===== config.mk =====
export PLATFORM = sky130hd
export DESIGN_NAME = t2cl_timer2
export DESIGN_NICKNAME = d
export VERILOG_FILES = /design/src/t2cl_pkg.sv /design/src/t2cl_edge.sv /design/src/t2cl_prescale.sv /design/src/t2cl_timer2.sv
export SDC_FILE = /design/constraint.sdc
export NUM_CORES = 1
export LEC_CHECK = 0
export BUFFER_PORTS_ARGS = -buffer_cell sky130_fd_sc_hd__buf_2
export CAP_MARGIN = 20
export CORE_MARGIN = 2
export CORE_UTILIZATION = 25
export DETAILED_ROUTE_END_ITERATION = 6
export SYNTH_ARGS = -nofsm -noshare
export SYNTH_HDL_FRONTEND = slang
export SYNTH_SLANG_ARGS = --single-unit

===== constraint.sdc =====
create_clock -name core_clk_i -period 2.78 [get_ports core_clk_i]
set_clock_uncertainty 0.1 [all_clocks]
set_input_delay 0.278 -clock core_clk_i [delete_from_list [all_inputs] [get_ports core_clk_i]]
set_output_delay 0.278 -clock core_clk_i [all_outputs]
set_load 0.05 [all_outputs]

===== src/t2cl_pkg.sv =====
// constants, offsets and field positions for the timer two control logic
// Summary of operation
// - overflow sets overflow_flag unless baud source
// - enabled trigger capture/reload sets external_event_flag
// - external_event_flag with enable requests interrupt
// - up_down_enable set masks external flag interrupt
// - receive baud from timer one or ours
// - transmit baud from timer one or ours
// - trigger ignored unless enabled and not baud
// - run_control stops or starts counting
// - count internal tick or count pin falls
// - baud mode forces reload, ignores capture select
// - select reload on overflow or capture on trigger
// - control clears on reset, bitwise set/clear
package t2cl_pkg;
   localparam int AW = 8;
   localparam int DW = 8;
   // register offsets
   localparam logic [7:0] OFS_CTRL     = 8'hC8;
   localparam logic [7:0] OFS_MODE     = 8'hC9;
   localparam logic [7:0] OFS_CNT_LO   = 8'hCA;
   localparam logic [7:0] OFS_CNT_HI   = 8'hCB;
   localparam logic [7:0] OFS_CAP_LO   = 8'hCC;
   localparam logic [7:0] OFS_CAP_HI   = 8'hCD;
   localparam logic [7:0] OFS_CTRL_SET = 8'hCE;
   localparam logic [7:0] OFS_CTRL_CLR = 8'hCF;
   localparam logic [7:0] OFS_IRQ_STAT = 8'hD0;
   localparam logic [7:0] OFS_IRQ_EN   = 8'hD1;
   localparam logic [7:0] OFS_IRQ_CLR  = 8'hD2;
   // control field positions
   localparam int B_OVF   = 7;
   localparam int B_EXF   = 6;
   localparam int B_RXSEL = 5;
   localparam int B_TXSEL = 4;
   localparam int B_EXEN  = 3;
   localparam int B_RUN   = 2;
   localparam int B_CSEL  = 1;
   localparam int B_CPRL  = 0;
   // mode field positions
   localparam int B_CLKOE = 1;
   localparam int B_UDEN  = 0;
   // interrupt status positions
   localparam int I_OVF   = 0;
   localparam int I_EXF   = 1;
   // reset values
   localparam logic [7:0]  CTRL_RST = 8'h00;
   localparam logic [7:0]  MODE_RST = 8'h00;
   localparam logic [15:0] CNT_RST  = 16'h0000;
   localparam logic [7:0]  RD_IDLE  = 8'h00;
   localparam logic [15:0] CNT_MAX  = 16'hFFFF;
   // core clocks per internal count tick: timer mode and baud mode
   localparam logic [3:0]  DIV_TIMER = 4'hC;
   localparam logic [3:0]  DIV_BAUD  = 4'h2;
   // serial modes that take a baud tick
   localparam logic [1:0]  SMODE_1 = 2'h1;
   localparam logic [1:0]  SMODE_3 = 2'h3;
   // counter sequencer states
   typedef enum logic [2:0] {
      T2CL_IDLE   = 3'b001,
      T2CL_COUNT  = 3'b010,
      T2CL_BAUD   = 3'b100
   } t2cl_state_t;
endpackage


===== src/t2cl_edge.sv =====
// falling edge detector for a synchronous pin
module t2cl_edge
   import t2cl_pkg::*;
(
   input  wire logic core_clk_i,   // core clock
   input  wire logic rst_i,        // async reset, high
   input  wire logic pin_i,        // sampled pin
   output logic      fall_o        // one-cycle pulse on 1 to 0
);
   logic prev_q;

   always_ff @(posedge core_clk_i or posedge rst_i)
   begin
      if (rst_i)
      begin
         prev_q <= 1'b1;
         fall_o <= 1'b0;
      end
      else
      begin
         prev_q <= pin_i;
         fall_o <= prev_q & ~pin_i;
      end
   end
endmodule


===== src/t2cl_prescale.sv =====
// divider giving one-cycle count enables from the core clock
module t2cl_prescale
   import t2cl_pkg::*;
(
   input  wire logic       core_clk_i,  // core clock
   input  wire logic       rst_i,       // async reset, high
   input  wire logic       run_i,       // divider runs
   input  wire logic [3:0] div_i,       // clocks per tick
   output logic            tick_o       // one-cycle enable
);
   logic [3:0] cnt_q;
   logic [3:0] cnt_d;
   wire        wrap = (cnt_q >= div_i - 4'h1);

   assign cnt_d = (!run_i || wrap) ? 4'h0 : cnt_q + 4'h1;

   always_ff @(posedge core_clk_i or posedge rst_i)
   begin
      if (rst_i)
      begin
         cnt_q  <= 4'h0;
         tick_o <= 1'b0;
      end
      else
      begin
         cnt_q  <= cnt_d;
         tick_o <= run_i & wrap;
      end
   end
endmodule


===== src/t2cl_timer2.sv =====
// timer two control, status, counter and baud source logic
module t2cl_timer2
   import t2cl_pkg::*;
(
   input  wire logic          core_clk_i,   // core clock, 50 MHz
   input  wire logic          rst_i,        // async reset, high
   input  wire logic [AW-1:0] addr_i,       // register address
   input  wire logic [DW-1:0] wdata_i,      // write data
   input  wire logic          wr_i,         // write strobe
   input  wire logic          rd_i,         // read strobe
   output logic      [DW-1:0] rdata_o,      // read data, cycle after rd_i
   input  wire logic          count_input_pin_i,        // external count pin
   input  wire logic          external_trigger_pin_i,   // external trigger pin
   input  wire logic          t1_ovf_i,     // timer one overflow pulse
   input  wire logic [1:0]    serial_mode_i,// serial port mode
   input  wire logic          timer_int_en_i,// timer interrupt enable
   output logic              rx_baud_o,    // receive baud pulse
   output logic              tx_baud_o,    // transmit baud pulse
   output logic              timer_irq_o,  // timer interrupt request
   output logic              irq_o         // level interrupt
);
   // sticky set-over-clear
   function automatic logic sticky(input logic cur, input logic set, input logic clr);
      sticky = set | (cur & ~clr);
   endfunction

   // register state
   logic [7:0]  ctrl_q;
   logic [7:0]  ctrl_d;
   logic [1:0]  mode_q;
   logic [15:0] cnt_q;
   logic [15:0] cnt_d;
   logic [15:0] cap_q;
   logic [15:0] cap_d;
   logic [1:0]  istat_q;
   logic [1:0]  istat_d;
   logic [1:0]  ien_q;
   t2cl_state_t state_q;
   t2cl_state_t state_d;

   // bus decode
   wire wr_ctrl   = wr_i && (addr_i == OFS_CTRL);
   wire wr_mode   = wr_i && (addr_i == OFS_MODE);
   wire wr_cnt_lo = wr_i && (addr_i == OFS_CNT_LO);
   wire wr_cnt_hi = wr_i && (addr_i == OFS_CNT_HI);
   wire wr_cap_lo = wr_i && (addr_i == OFS_CAP_LO);
   wire wr_cap_hi = wr_i && (addr_i == OFS_CAP_HI);
   wire wr_set    = wr_i && (addr_i == OFS_CTRL_SET);
   wire wr_clr    = wr_i && (addr_i == OFS_CTRL_CLR);
   wire wr_ien    = wr_i && (addr_i == OFS_IRQ_EN);
   wire wr_iclr   = wr_i && (addr_i == OFS_IRQ_CLR);

   // control fields
   wire rx_sel = ctrl_q[B_RXSEL];
   wire tx_sel = ctrl_q[B_TXSEL];
   wire exen   = ctrl_q[B_EXEN];
   wire run    = ctrl_q[B_RUN];
   wire csel   = ctrl_q[B_CSEL];
   wire cprl   = ctrl_q[B_CPRL];
   wire uden   = mode_q[B_UDEN];
   wire baud   = rx_sel | tx_sel;

   // count sources
   wire int_tick;
   wire pin_fall;
   wire trig_fall;

   t2cl_prescale u_pre (
      .core_clk_i (core_clk_i),
      .rst_i      (rst_i),
      .run_i      (run),
      .div_i      (baud ? DIV_BAUD : DIV_TIMER),
      .tick_o     (int_tick)
   );

   t2cl_edge u_cnt_edge (
      .core_clk_i (core_clk_i),
      .rst_i      (rst_i),
      .pin_i      (count_input_pin_i),
      .fall_o     (pin_fall)
   );

   t2cl_edge u_trig_edge (
      .core_clk_i (core_clk_i),
      .rst_i      (rst_i),
      .pin_i      (external_trigger_pin_i),
      .fall_o     (trig_fall)
   );

   wire src_tick = csel ? pin_fall : int_tick;
   wire step     = run & src_tick;
   wire ovf      = step & (cnt_q == CNT_MAX);
   // trigger only when enabled, not baud
   wire trig     = exen & ~baud & trig_fall;
   // reload on overflow or trigger, else capture
   wire do_cap   = trig & cprl;
   wire do_rld   = (ovf & (baud | ~cprl)) | (trig & ~cprl);
   wire set_ovf  = ovf & ~baud;
   wire set_exf  = trig;

   // sequencer follows run and baud mode
   always_comb
   begin
      case (state_q)
         T2CL_IDLE:  state_d = !run ? T2CL_IDLE : (baud ? T2CL_BAUD : T2CL_COUNT);
         T2CL_COUNT: state_d = !run ? T2CL_IDLE : (baud ? T2CL_BAUD : T2CL_COUNT);
         T2CL_BAUD:  state_d = !run ? T2CL_IDLE : (baud ? T2CL_BAUD : T2CL_COUNT);
         default:    state_d = T2CL_IDLE;
      endcase
   end

   // control byte, bitwise set and clear
   always_comb
   begin
      ctrl_d = ctrl_q;
      if (wr_ctrl)
      begin
         ctrl_d = wdata_i;
      end
      if (wr_set)
      begin
         ctrl_d = ctrl_q | wdata_i;
      end
      if (wr_clr)
      begin
         ctrl_d = ctrl_q & ~wdata_i;
      end
      // hardware set wins over software clear
      ctrl_d[B_OVF] = ctrl_d[B_OVF] | set_ovf;
      ctrl_d[B_EXF] = ctrl_d[B_EXF] | set_exf;
   end

   always_comb
   begin
      cnt_d = cnt_q;
      if (do_rld)
      begin
         cnt_d = cap_q;
      end
      else if (step)
      begin
         cnt_d = cnt_q + 16'h0001;
      end
      if (wr_cnt_lo)
      begin
         cnt_d[7:0] = wdata_i;
      end
      if (wr_cnt_hi)
      begin
         cnt_d[15:8] = wdata_i;
      end
   end

   always_comb
   begin
      cap_d = cap_q;
      if (do_cap)
      begin
         cap_d = cnt_q;
      end
      if (wr_cap_lo)
      begin
         cap_d[7:0] = wdata_i;
      end
      if (wr_cap_hi)
      begin
         cap_d[15:8] = wdata_i;
      end
   end

   // sticky interrupt status, write one clears
   always_comb
   begin
      istat_d[I_OVF] = sticky(istat_q[I_OVF], set_ovf, wr_iclr & wdata_i[I_OVF]);
      istat_d[I_EXF] = sticky(istat_q[I_EXF], set_exf, wr_iclr & wdata_i[I_EXF]);
   end

   // read mux
   logic [7:0] rd_mux;
   always_comb
   begin
      case (addr_i)
         OFS_CTRL:     rd_mux = ctrl_q;
         OFS_MODE:     rd_mux = {6'h00, mode_q};
         OFS_CNT_LO:   rd_mux = cnt_q[7:0];
         OFS_CNT_HI:   rd_mux = cnt_q[15:8];
         OFS_CAP_LO:   rd_mux = cap_q[7:0];
         OFS_CAP_HI:   rd_mux = cap_q[15:8];
         OFS_IRQ_STAT: rd_mux = {6'h00, istat_q};
         OFS_IRQ_EN:   rd_mux = {6'h00, ien_q};
         default:      rd_mux = RD_IDLE;
      endcase
   end

   wire smode_ok = (serial_mode_i == SMODE_1) || (serial_mode_i == SMODE_3);
   wire rx_src   = rx_sel ? ovf : t1_ovf_i;
   wire tx_src   = tx_sel ? ovf : t1_ovf_i;
   wire timer_req = ctrl_d[B_OVF] | (ctrl_d[B_EXF] & ~uden);
   wire irq_req   = |(istat_d & ien_q & {~uden, 1'b1});

   always_ff @(posedge core_clk_i or posedge rst_i)
   begin
      if (rst_i)
      begin
         ctrl_q  <= CTRL_RST;
         mode_q  <= MODE_RST[1:0];
         cnt_q   <= CNT_RST;
         cap_q   <= CNT_RST;
         istat_q <= 2'h0;
         ien_q   <= 2'h0;
         state_q <= T2CL_IDLE;
      end
      else
      begin
         ctrl_q  <= ctrl_d;
         cnt_q   <= cnt_d;
         cap_q   <= cap_d;
         istat_q <= istat_d;
         state_q <= state_d;
         if (wr_mode)
         begin
            mode_q <= {wdata_i[B_CLKOE], wdata_i[B_UDEN]};
         end
         if (wr_ien)
         begin
            ien_q <= wdata_i[1:0];
         end
      end
   end

   // registered outputs
   always_ff @(posedge core_clk_i or posedge rst_i)
   begin
      if (rst_i)
      begin
         rdata_o     <= RD_IDLE;
         rx_baud_o   <= 1'b0;
         tx_baud_o   <= 1'b0;
         timer_irq_o <= 1'b0;
         irq_o       <= 1'b0;
      end
      else
      begin
         rdata_o     <= rd_i ? rd_mux : RD_IDLE;
         rx_baud_o   <= smode_ok & rx_src;
         tx_baud_o   <= smode_ok & tx_src;
         timer_irq_o <= timer_int_en_i & timer_req;
         irq_o       <= irq_req;
      end
   end
endmodule


Yosys cells after proc, flatten, opt, wreduce, memory -nomap -nowiden
Index checks and enable logic that the tools add are counted.
{ "classes": {"n_addsub": 3, "mul": 0, "n_div": 0, "order_cmp": 1, "eq_ne": 14, "shifts": 0, "muxes": 17, "bitwise": 39, "n_reduce_logical": 19} }
{ "ops": {"columns": ["cell", "count"], "rows": [
  ["$eq 8x8->1 const B", 11],
  ["$mux 8", 8],
  ["$pmux 8 s8", 1],
  ["$mux 16", 3],
  ["$and 1x1->1", 19],
  ["$add 16x1->16 const B", 1],
  ["$eq 16x16->1 const B", 1],
  ["$logic_and 1x1->1", 10],
  ["$reduce_bool 3->1", 3],
  ["$and 8x8->8", 1],
  ["$mux 4", 2],
  ["$not 8->8", 1],
  ["$or 1x1->1", 8],
  ["$or 8x8->8", 1],
  ["$not 1->1", 7],
  ["$add 4x1->4 const B", 1],
  ["$and 2x2->2", 2],
  ["$ge 4x4->1", 1],
  ["$reduce_bool 2->1", 2],
  ["$sub 4x1->4 const B", 1],
  ["$mux 1", 3],
  ["$eq 2x1->1 const B", 1],
  ["$eq 2x2->1 const B", 1],
  ["$logic_or 1x1->1", 2],
  ["2 further kinds", 2]
]} }
{ "word_totals": {"regBits": 67, "latchBits": 0, "ram_bits": 0, "mem_bits_ro": 0, "inputBits": 26, "output_inout_bits": 12, "wordCells": 113, "memories": 0} }

Depth between registers and ports, before layout
{ "logic_depth": {"depth_word": 9, "ltp_mapped": 8} }

Hierarchy
From an unflattened synthesis, not the netlist that was laid out.
{ "hier_totals": {"cells_unflattened": 448, "area_unflattened_um2": 4286.6} }
{ "modules_own_cells": {"columns": ["mod", "instances", "cells_each", "area_each_um2"], "rows": [
  ["t2cl_timer2", 1, 408, 3818.7],
  ["t2cl_prescale", 1, 32, 330.3],
  ["t2cl_edge", 2, 4, 68.8]
]} }

Worst setup path after synthesis
Ideal clock, no wire load.
{ "synth_path": {"path_kind": "flip-flop to flip-flop", "startpoint": "reg cnt_q[0]", "endpoint": "reg cnt_q[14]", "setup_time_ns": 0.082, "t_arrival_ns": 1.794, "setup_slack_ns": 0.804, "path_stages_with_launch": 7, "path_buffers": 1, "synth_period_minus_slack_ns": 1.976, "path_cell_list": "dfrtp_1 > ha_1 > clkbuf_1 > nand4_4 > or3_1 > a221o_1 > a31oi_1"} }
{ "synth_via": {"elab_chain_len": 6} }
{ "synth_rtl": {"columns": ["element", "line", "text"], "rows": [
  ["from (decl)", "t2cl_timer2.sv:31", "logic [15:0] cnt_q;"],
  ["from (signal assigned)", "t2cl_timer2.sv:216", "cnt_q <= cnt_d;"],
  ["parallel branches: the longest is 6 deep, another holds $add 16x1->16", null, null]
]} }
Several ways; the timed one is not identified. The select of a mux whose other input is x is not followed.
A chain may end at the register's enable or synchronous reset.

Worst setup path after layout
{ "layout_path": {"startpoint": "reg cnt_q[3]", "endpoint": "reg cnt_q[9]"} }
Same word-level chain as after synthesis.

==> results.json <==
{
  "syn2layout_area_growth_pct": 19.0,
  "die-area_mm2": 0.0173,
  "grt_start_max_net_pins": 50,
  "antenna_found_initial": 0,
  "p_leak_nw": 2.01,
  "setup-violations-final": 0,
  "io_pins": 38,
  "max_freq_mhz": 431,
  "outcome": "complete, no violations",
  "drc": 0,
  "ys.flop_type": "dfrtp_1",
  "synth_top_area_cell": "dfrtp_1",
  "gp_congestion": 0.952,
  "rows": 46,
  "synth_edf_count": 0,
  "drt-total-wl_um": 12500,
  "clk_pin_slew_ns": 0.05,
  "htree_levels": 3,
  "vias": 3710,
  "ys_seq_elements": 67,
  "post_drt_via_cell_ratio": 5.40,
  "syn_area_mm2": 0.00407,
  "max-clock-path-buffers": 2,
  "async_flop_share_pct": 100,
  "start_kind": "register",
  "ys_warn_count": 0,
  "synth_cell_types": 62,
  "min_path_type": "input pin to register",
  "cts_tree": "yes",
  "start_util_pct": 25.6,
  "final_layout_size_suffix_gt1_share_pct": 17.2,
  "worstSetupPathType": "register to register",
  "cp.arrival_ns": 2.44,
  "cts-root-buf": "clkbuf_16",
  "relSlewSlack_pct": 55.6,
  "synthesis.instances": 434,
  "ant_nets": 0,
  "layout_common_cells": "65 x dfrtp_1, 40 x a21oi_1, 38 x nor2_1",
  "final_common_cell": "dfrtp_1",
  "worstSkewPairLatency_ns": 0.34,
  "slew_violations": 0,
  "drt_first_pass_iters": 5,
  "crit_path_max_fanout": 10,
  "grt_usage_pct": 14.7,
  "drt_iter0_drc": 343,
  "drv_cap": 0,
  "worst_pin_slew_ns": 0.664,
  "required_ns": 2.90,
  "power_density_mw_per_mm2": 728,
  "synth-seq-area-share_pct": 41.2,
  "wl_per_cell_um": 18.2,
  "yosys.area.top_type_share_pct": 39.9,
  "min_period_over_period_pct": 83.5,
  "hpwl_um": 8930,
  "grt_pass1_wl_um": 20400,
  "portBuffers": 36,
  "ctsResizeCount": 0,
  "fin_nets": 496,
  "antenna_cells": 0,
  "hold_viol": 0,
  "postSynthAreaPerCell_um2": 9.39,
  "grt_pass1_vias": 3605,
  "setup-tns-final_ns": 0,
  "die_h_um": 132,
  "fin_crit_ns": 2.32,
  "rsz0062_at_grt": "no",
  "ir_drop_mv": 0.282,
  "synthTopCellsByArea": "dfrtp_1 40%, mux2i_1 6.4%, a21oi_1 4.9%, nor2_1 3.5%, nand2_1 2.4%",
  "die_w_um": 132,
  "core_mm2": 0.0159,
  "p_total_mw": 3.53,
  "critPathCaptureType": "register",
  "cts_num_sinks": 67,
  "cts_buffers": 9,
  "synth_fp_nets": 464,
  "overflow": 0
}
[report_power, final]
| part | switching, mW | internal [mW] |
|---|---|---|
| registers | 0.289 | 1.16 |
| clock network | 0.412 | 0.767 |
| logic | 0.471 | 0.430 |
[cells in the mapped netlist (all sizes together), types with 8 or more instances]
cell type and n:
a22o 10, a21oi 41, nand2 26, clkbuf 18, nand3 18, nor3 11
and3 8, buf 13, nor2 38, o22a 8, mux2i 26, and4 8
o21ai 16, nand4 10, dfrtp 65
[cells by family (layout without fill, tap and decap cells)]
group                    after synthesis  after routing  synth area share, %
AND/OR/NAND/NOR                      156            156                 21.5
AO/OA/AOI/OAI                        125            125                 20.8
flip-flops                            67             67                 41.2
buffers and inverters                 38             75                 4.05
multiplexers                          32             32                 8.60
XOR/XNOR                              12             12                 2.58
adder cells (fa/ha/maj)                4              4                 1.23
[final cells by class]
| class | count | area [um2] |
|---|---|---|
| clock buffer | 14 | 274 |
| fill | 1674 | 11000 |
| tap | 216 | 270 |
| multi-input combinational | 329 | 2230 |
| sequential | 67 | 1680 |
| inverter | 7 | 26.3 |
| clock inverter | 2 | 35.0 |
| timing repair buffer | 52 | 333 |
[metrics by stage]
step / instance area, um2 / setup slack, ns / hold slack [ns] / std cells / util (%)
floorplan: 4070 / 0.722 / 0.182 / 434 / -
global placement: 4490 / 0.500 / 0.296 / 667 / 28.3
detailed placement: 4490 / 0.501 / 0.298 / 667 / 28.3
CTS: 4820 / 0.537 / 0.0870 / 685 / 30.3
global route: 4850 / 0.318 / 0.101 / 687 / 30.5
finish: 4850 / 0.459 / 0.0836 / 687 / 30.5
[state kept, by name (all words and copies together), names as in the netlist, 2 cells and up]
name	flops
cap_q	16
cnt_q	16
ctrl_q	8
ien_q	2
istat_q	2
mode_q	2
rdata_o	8
u_pre.cnt_q	4
[repair_timing]
action	4_1_cts	5_1_grt
hold endpoints to repair	2	11
buffers inserted	0	0
hold buffers	2	1
[worst paths after layout]
check / cells past startpoint / startpoint / endpoint / slack [ns]
hold / removal: 2 / serial_mode_i[0] / rx_baud_o$_DFF_PP0_ / 0.08
setup reg to reg: 5 / cnt_q[3]$_DFFE_PP0P_ / cnt_q[9]$_DFFE_PP0P_ / 0.46
min in group asynchronous: 3 / rst_i / ctrl_q[0]$_DFFE_PP0P_ / 0.33
max in group asynchronous: 5 / rst_i / cnt_q[7]$_DFFE_PP0P_ / 1.55
setup / recovery: 5 / cnt_q[3]$_DFFE_PP0P_ / cnt_q[9]$_DFFE_PP0P_ / 0.46
hold reg to reg: 1 / u_pre.cnt_q[0]$_DFF_PP0_ / u_pre.cnt_q[0]$_DFF_PP0_ / 0.40
[worst max-delay path, stage by stage (launching register included)]
cell	delay [ns]
dfrtp_1	0.50
and4_1	0.35
and4_1	0.29
a21oi_2	0.54
o21ai_0	0.21
o22a_1	0.20
[per-layer routing]
metal	up-vias	track usage, %	wire (um)
met4	0	5.07	231
met2	175	22.9	5750
li1	1685	-	-
met1	1830	20.8	5580
met5	-	0	0
met3	20	2.01	943
No activity file was read; power rests on OpenSTA's default activity.
